===== src/sar_pkg.sv =====
package sar_pkg;

   // ---------------------------------------------------------------
   // Timing
   // ---------------------------------------------------------------
   localparam int CLK_MHZ           = 100;
   localparam int CLK_PERIOD_NS     = 10;
   localparam int STATUS_DELAY_NS   = 40;
   localparam int STATUS_DELAY_CYC  =
      (STATUS_DELAY_NS + CLK_PERIOD_NS - 1) / CLK_PERIOD_NS;
   localparam int INT_CLK_KHZ       = 575;
   localparam int OSC_HALF_CYC      = (CLK_MHZ * 1000) / (2 * INT_CLK_KHZ);
   localparam int SHORT_SETTLE_CYC  = 3;

   // ---------------------------------------------------------------
   // Conversion geometry
   // ---------------------------------------------------------------
   localparam int          RES_BITS   = 12;
   localparam logic [3:0]  FIRST_STEP = 4'h1;
   localparam logic [3:0]  LAST_STEP  = 4'hc;
   localparam logic [3:0]  MSB_IDX    = 4'hb;

   // ---------------------------------------------------------------
   // Register map (byte addresses)
   // ---------------------------------------------------------------
   localparam int          ADDR_W        = 8;
   localparam logic [7:0]  OFF_CTRL      = 8'h00;
   localparam logic [7:0]  OFF_IRQ_STAT  = 8'h04;
   localparam logic [7:0]  OFF_IRQ_MASK  = 8'h08;
   localparam logic [7:0]  OFF_RESULT    = 8'h0c;
   localparam logic [7:0]  OFF_EDGES     = 8'h10;
   localparam int          CTRL_EXT_SEL  = 0;
   localparam int          IRQ_DONE      = 0;
   localparam int          IRQ_START     = 1;
   localparam int          IRQ_W         = 2;
   localparam int          RES_BUSY_BIT  = 16;

   // ---------------------------------------------------------------
   // Types
   // ---------------------------------------------------------------
   typedef struct packed {
      logic convert_start;
      logic ext_clk;
      logic clock_inhibit;
      logic short_cycle;
      logic comp_keep;
   } sar_pins_t;

   typedef struct packed {
      logic [RES_BITS-1:0] result_n;
      logic                msb_n;
      logic [RES_BITS-1:0] dac_code;
      logic                busy;
      logic                clock_out;
   } sar_outs_t;

   typedef enum logic [2:0] {
      ST_IDLE  = 3'h0,
      ST_ARMED = 3'h1,
      ST_RUN   = 3'h2,
      ST_CHECK = 3'h3,
      ST_DELAY = 3'h4
   } sar_state_t;

   typedef struct packed {
      sar_pins_t           s1;
      sar_pins_t           s2;
      logic                start_prev;
      logic [7:0]          osc_cnt;
      logic                osc_lvl;
      logic                clk_out;
      sar_state_t          state;
      logic [3:0]          step;
      logic [RES_BITS-1:0] sar;
      logic                busy;
      logic [2:0]          dly;
      logic [1:0]          chk;
      logic                ext_sel;
      logic [IRQ_W-1:0]    irq_stat;
      logic [IRQ_W-1:0]    irq_mask;
      logic [3:0]          falls;
      logic [31:0]         rdata;
   } sar_regs_t;

endpackage


===== src/sar_conversion_sequencer.sv =====
// The register addresses and strobed register access were chosen for this implementation.
`timescale 1ns/1ps
// Contract
// 12-bit successive approximation, MSB first
// Register drives result pins and DAC together
// Comparator at step end keeps or rejects
// Start command sets busy
// Busy releases gated clock, 13 cycles
// Init on start lead, release on trail
// MSB trial first, then decide n, trial n+1
// Busy clears 40 ns after last decision; the code takes 70 ns when short-cycled
// Busy clear forces clock output low
// Result pins change on clock rising edge
// Host captures on busy falling edge
// Result pins are negative-true
// Unipolar coding is complemented straight binary
// MSB also given inverted for bipolar
// Thirteen falling edges per full conversion
// Early termination input ends conversion
// Terminate when next trial bit shows low
// Host start pulse at least 100 ns
// External or internal clock, inhibit stops it
module sar_conversion_sequencer (
   input  wire logic                          clk,
   input  wire logic                          rstn,
   input  wire sar_pkg::sar_pins_t            pins,
   output sar_pkg::sar_outs_t                 outs,
   output logic                               irq,
   input  wire logic [sar_pkg::ADDR_W-1:0]    addr,
   input  wire logic [31:0]                   wr_data,
   input  wire logic                          wr_en,
   input  wire logic                          rd_en,
   output logic [31:0]                        rd_data
);

   sar_pkg::sar_regs_t q;
   sar_pkg::sar_regs_t d;

   // ---------------------------------------------------------------
   // Next state
   // ---------------------------------------------------------------
   always_comb begin
      logic                       start_rise;
      logic                       start_fall;
      logic                       src_lvl;
      logic                       clk_rise;
      logic [3:0]                 idx;
      logic [sar_pkg::IRQ_W-1:0]  ev;
      logic [sar_pkg::IRQ_W-1:0]  clr;
      d          = q;
      start_rise = 1'b0;
      start_fall = 1'b0;
      src_lvl    = 1'b0;
      clk_rise   = 1'b0;
      idx        = 4'h0;
      ev         = '0;
      clr        = '0;
      d.rdata    = '0;

      // Pins are asynchronous to clk; only s2 feeds logic
      d.s1         = pins;
      d.s2         = q.s1;
      d.start_prev = q.s2.convert_start;
      start_rise   = q.s2.convert_start & ~q.start_prev;
      start_fall   = ~q.s2.convert_start & q.start_prev;

      // Free-running internal oscillator
      if (q.osc_cnt == 8'(sar_pkg::OSC_HALF_CYC - 1)) begin
         d.osc_cnt = '0;
         d.osc_lvl = ~q.osc_lvl;
      end else begin
         d.osc_cnt = q.osc_cnt + 8'h01;
      end

      // Gated conversion clock
      src_lvl   = q.ext_sel ? q.s2.ext_clk : q.osc_lvl;
      d.clk_out = src_lvl & ~q.s2.clock_inhibit
                & (q.state == sar_pkg::ST_RUN
                   || q.state == sar_pkg::ST_CHECK
                   || q.state == sar_pkg::ST_DELAY);
      clk_rise  = d.clk_out & ~q.clk_out;

      case (q.state)
         sar_pkg::ST_ARMED: begin
            if (start_fall) begin
               // Restart the oscillator so the first step is a full period
               d.osc_cnt = '0;
               d.osc_lvl = 1'b0;
               d.state   = sar_pkg::ST_RUN;
            end
         end
         sar_pkg::ST_RUN: begin
            if (clk_rise) begin
               if (q.step == '0) begin
                  d.sar[sar_pkg::MSB_IDX] = 1'b1;
                  d.step = sar_pkg::FIRST_STEP;
               end else begin
                  idx = 4'(sar_pkg::RES_BITS) - q.step;
                  d.sar[idx] = q.s2.comp_keep;
                  if (q.step == sar_pkg::LAST_STEP) begin
                     d.state = sar_pkg::ST_DELAY;
                     d.dly   = '0;
                  end else begin
                     d.sar[idx - 4'h1] = 1'b1;
                     d.step  = q.step + 4'h1;
                     d.state = sar_pkg::ST_CHECK;
                     d.chk   = '0;
                  end
               end
            end
         end
         sar_pkg::ST_CHECK: begin
            // Wait for the new trial bit to come back through the
            // short-cycle pin synchroniser before judging it
            if (q.chk == 2'(sar_pkg::SHORT_SETTLE_CYC - 1)) begin
               if (!q.s2.short_cycle) begin
                  d.state = sar_pkg::ST_DELAY;
                  d.dly   = '0;
               end else begin
                  d.state = sar_pkg::ST_RUN;
               end
            end else begin
               d.chk = q.chk + 2'h1;
            end
         end
         sar_pkg::ST_DELAY: begin
            if (q.dly == 3'(sar_pkg::STATUS_DELAY_CYC - 1)) begin
               d.busy  = 1'b0;
               d.state = sar_pkg::ST_IDLE;
               ev[sar_pkg::IRQ_DONE] = 1'b1;
            end else begin
               d.dly = q.dly + 3'h1;
            end
         end
         default: begin
            d.state = sar_pkg::ST_IDLE;
         end
      endcase

      // Status drop forces the clock low in the same edge; gating on the
      // old state alone would leave one high cycle with busy already low
      if (!d.busy) begin
         d.clk_out = 1'b0;
      end
      // Counted after the forced low so the closing fall is included
      if (!d.clk_out && q.clk_out && q.busy) begin
         d.falls = q.falls + 4'h1;
      end

      // A leading edge always restarts, even mid-conversion
      if (start_rise) begin
         d.sar   = '0;
         d.busy  = 1'b1;
         d.step  = '0;
         d.falls = '0;
         d.state = sar_pkg::ST_ARMED;
         ev[sar_pkg::IRQ_START] = 1'b1;
      end

      // -------------------------------------------------------------
      // Register port
      // -------------------------------------------------------------
      if (wr_en) begin
         case (addr)
            sar_pkg::OFF_CTRL: begin
               d.ext_sel = wr_data[sar_pkg::CTRL_EXT_SEL];
            end
            sar_pkg::OFF_IRQ_STAT: begin
               clr = wr_data[sar_pkg::IRQ_W-1:0];
            end
            sar_pkg::OFF_IRQ_MASK: begin
               d.irq_mask = wr_data[sar_pkg::IRQ_W-1:0];
            end
            default: begin
            end
         endcase
      end
      // Set wins over a clear in the same cycle
      d.irq_stat = (q.irq_stat & ~clr) | ev;

      if (rd_en) begin
         case (addr)
            sar_pkg::OFF_CTRL: begin
               d.rdata[sar_pkg::CTRL_EXT_SEL] = q.ext_sel;
            end
            sar_pkg::OFF_IRQ_STAT: begin
               d.rdata[sar_pkg::IRQ_W-1:0] = q.irq_stat;
            end
            sar_pkg::OFF_IRQ_MASK: begin
               d.rdata[sar_pkg::IRQ_W-1:0] = q.irq_mask;
            end
            sar_pkg::OFF_RESULT: begin
               d.rdata[sar_pkg::RES_BITS-1:0] = q.sar;
               d.rdata[sar_pkg::RES_BUSY_BIT] = q.busy;
            end
            sar_pkg::OFF_EDGES: begin
               d.rdata[3:0] = q.falls;
            end
            default: begin
            end
         endcase
      end
   end

   // ---------------------------------------------------------------
   // State register
   // ---------------------------------------------------------------
   always_ff @(posedge clk or negedge rstn) begin
      if (!rstn) begin
         q       <= '0;
         q.state <= sar_pkg::ST_IDLE;
      end else begin
         q <= d;
      end
   end

   // ---------------------------------------------------------------
   // Outputs
   // ---------------------------------------------------------------
   always_comb begin
      outs.result_n  = ~q.sar;
      outs.msb_n     = q.sar[sar_pkg::MSB_IDX];
      outs.dac_code  = q.sar;
      outs.busy      = q.busy;
      outs.clock_out = q.clk_out;
      irq            = |(q.irq_stat & q.irq_mask);
      rd_data        = q.rdata;
   end

endmodule // sar_conversion_sequencer


===== config.mk =====
export PLATFORM = sky130hd
export DESIGN_NAME = sar_conversion_sequencer
export DESIGN_NICKNAME = d
export VERILOG_FILES = /design/src/sar_pkg.sv /design/src/sar_conversion_sequencer.sv
export SDC_FILE = /design/constraint.sdc
export NUM_CORES = 1
export LEC_CHECK = 0
export BUFFER_PORTS_ARGS = -buffer_cell sky130_fd_sc_hd__buf_4
export CORE_MARGIN = 8
export CORE_UTILIZATION = 50
export DETAILED_ROUTE_END_ITERATION = 10
export PLACE_DENSITY = 0.77
export SYNTH_ARGS = -nofsm -noshare
export SYNTH_HDL_FRONTEND = slang
export SYNTH_SLANG_ARGS = --single-unit

===== constraint.sdc =====
create_clock -name clk -period 4.4 [get_ports clk]
set_input_delay 0.44 -clock clk [delete_from_list [all_inputs] [get_ports clk]]
set_output_delay 0.44 -clock clk [all_outputs]
set_load 0.1 [all_outputs]

==> flow_summary.yaml <==
run_status:
  outcome: "complete, no violations"
power:
  power_frac_seq_pct: 47.8
  sw_frac_of_total_pct: 31.9
  power_switching_mw: 0.492
  intPower_mw: 1.05
  p_per_area_mw_per_mm2: 360
  total_power_mw: 1.54
  combinationalPowerShare_pct: 19.0
  ir_worst_vdd_v: 0.000284
  p_clk_share_pct: 33.2
  p_leak_nw: 1.98
placed_design:
  dpl_cell_area_mm2: 0.00409
  dpl_worst_slack_ns: 1.49
  place.port_buffers: 59
  hpwl_um: 5740
  dp_cells: 505
  gp_congestion: 0.817
floorplanning:
  start_util_pct: 50.8
  dieArea_mm2: 0.0108
  ios: 109
  fp.dieH_um: 104
  die_w_um: 104
  rows: 32
  core_region_area_mm2: 0.00765
final_layout:
  fin_cells: 521
  register_area_mm2: 0.00170
  fillerInstances: 688
  multiInputGateArea_mm2: 0.00173
  syn2layout_area_growth_pct: 10.3
  design_area_mm2: 0.00429
  utilization_pct: 56.1
  nets: 478
  drive_gt1_share_pct: 23.2
  num_antenna_cells: 0
global_routing:
  grt_usage_pct: 14.2
  antenna_found_initial: 0
  grt_pass1_wl_um: 12800
  grt_max_degree: 69
  grt-ovfl-total: 0
  grt_pass1_vias: 2740
critical_path:
  worstPathMaxFanout: 17
  crit_chain: "inv_1, ha_1, nor3b_2, nor4_4, and2_4, and3_4, a221o_1"
  cp_top_family: "simple AND/OR/NAND/NOR gates"
  cp-start-kind: "flip-flop"
  worstSetupPathType: "reg2reg"
  crit_required_ns: 4.67
  reg2reg_depth: 7
  worstSetupPathDepth: 7
  slowest_delay_ns: 0.75
  cp.arrival_ns: 3.29
  end_kind: "flip-flop"
  rr_startpoint: "q[59]"
  slowest_stage: "nor4_4"
  crit_buf_inv: 1
  crit_start: "q[59]"
clock_network:
  cts_tree: "done"
  cts_buffers: 9
  cts_setup_buffers: 0
  numClockSinks: 68
  htree_num_levels: 3
  cts_root_buffer: "clkbuf_8"
  insertion_delay_ns: 0.34
  cts_hold_buf: 0
  clkTransAtPathRegs_ns: 0.08
  ctsResizeCount: 0
  clock_path_buffers: 2
yosys:
  synth.most_common_cell: "dfrtp_1"
  seq_area_frac_synth_pct: 43.8
  synth_area_leaders: "dfrtp_1 44%, buf_4 9.1%, ha_1 4.8%, nand2_1 3.1%, nand3_1 2.4%"
  synth_cell_type_count: 61
  synth_common_cells: "68 x dfrtp_1, 47 x buf_4, 32 x nand2_1"
  synth_top_area_share_pct: 43.8
  synth_cells: 389
  ys_async_sr_fraction_pct: 100
  ys_ff_latch: 68
  syn_area_mm2: 0.00389
  yosys.area.top_type: "dfrtp_1"
  yosys_warnings: 0
  syn_avg_cell_area_um2: 9.99
  synth_edf_count: 0
  synth_top_flop_cell: "dfrtp_1"
drt:
  firstDrtPassIters: 4
  drc_errors: 0
  vias_per_cell: 5.36
  routedWlPerCell_um: 14.7
  routed_wl_um: 7670
  drt_iter0_drc: 101
  antenna_left: 0
  vias: 2795
timing:
  setup_violations: 0
  setup_slack_ns: 1.38
  period_needed_ns: 3.02
  hold_viol: 0
  clock_skew_ns: 0.0113
  setup_tns_ns: 0
  rsz0062_at_grt: "false"
  fmax_mhz: 331
  period_share_pct: 68.6
  slew_headroom_pct: 42.3
  timing.hold.ws_ns: 0.193
  slew_violations: 0
  worst_pin_slew_ns: 0.859
job:
  maxCapViolCount: 0
hold_path:
  min_path_type: "in2async"
==> registers in the layout (all words and copies together), names as in the netlist <==
signal / flops
rd_data: 13
q: 35
outs: 14
d: 6
==> power groups by stage <==
| stage | logic (mW) | registers (mW) | clock network, mW |
|---|---|---|---|
| after detailed placement | 0.294 | 0.749 | 0 |
| final | 0.293 | 0.737 | 0.513 |
| after floorplan | 0.269 | 0.727 | 0 |
| after CTS | 0.295 | 0.736 | 0.530 |
| after global routing | 0.323 | 0.745 | 0.561 |
| after global placement | 0.287 | 0.745 | 0 |
==> logic make-up (layout without fill, tap and decap cells) <==
logic type / after synthesis / count (layout) / synth area share (%)
compound gates: 57 / 57 / 11.4
xor+xnor: 14 / 14 / 3.16
fa+ha+maj: 15 / 15 / 4.83
buf+inv: 85 / 97 / 13.5
flops: 68 / 68 / 43.8
mux: 11 / 11 / 3.09
other cells: 1 / 19 / 0.0965
simple gates: 138 / 138 / 20.2
==> metal layers <==
layer  track usage, %  vias up  part of all wire [%]  wire [um]
met2             24.0       77                    50       3810
li1                 -     1344                     -          -
met1             15.5     1365                    43       3270
met4             5.17        0                   1.2         95
met5                0        -                     0          0
met3             6.13        9                   6.6        503
==> final cells by class <==
cell class	instances	area share, %
Inverter	21	1.84
Clock inverter	6	1.49
Tap cell	102	2.98
Clock buffer	10	3.21
Sequential cell	68	39.7
Timing Repair Buffer	60	10.5
Multi-Input combinational cell	254	40.3
==> path summary, 6_finish.rpt <==
| path | to | slack, ns |
|---|---|---|
| setup / recovery | outs[10] | 1.38 |
| hold / removal | q[40] | 0.19 |
| setup reg to reg | outs[10] | 1.38 |
| hold reg to reg | d[76] | 0.35 |
| max in group asynchronous | outs[2] | 3.66 |
| min in group clk | d[77] | 0.20 |
==> cells in the final DEF, fill, tap and decap left out, types with 6 or more instances in the layout <==
cell type,count
o21ai_0,9
buf_4,60
a21oi_1,9
ha_1,15
nand4_1,10
and2_1,11
nand3_1,19
clkbuf_8,10
inv_1,21
nand2_1,32
xor2_1,8
nor2_1,25
nor3_1,8
dfrtp_1,68
conb_1,19
xnor2_1,6
Power figures use the tool's default switching activity.
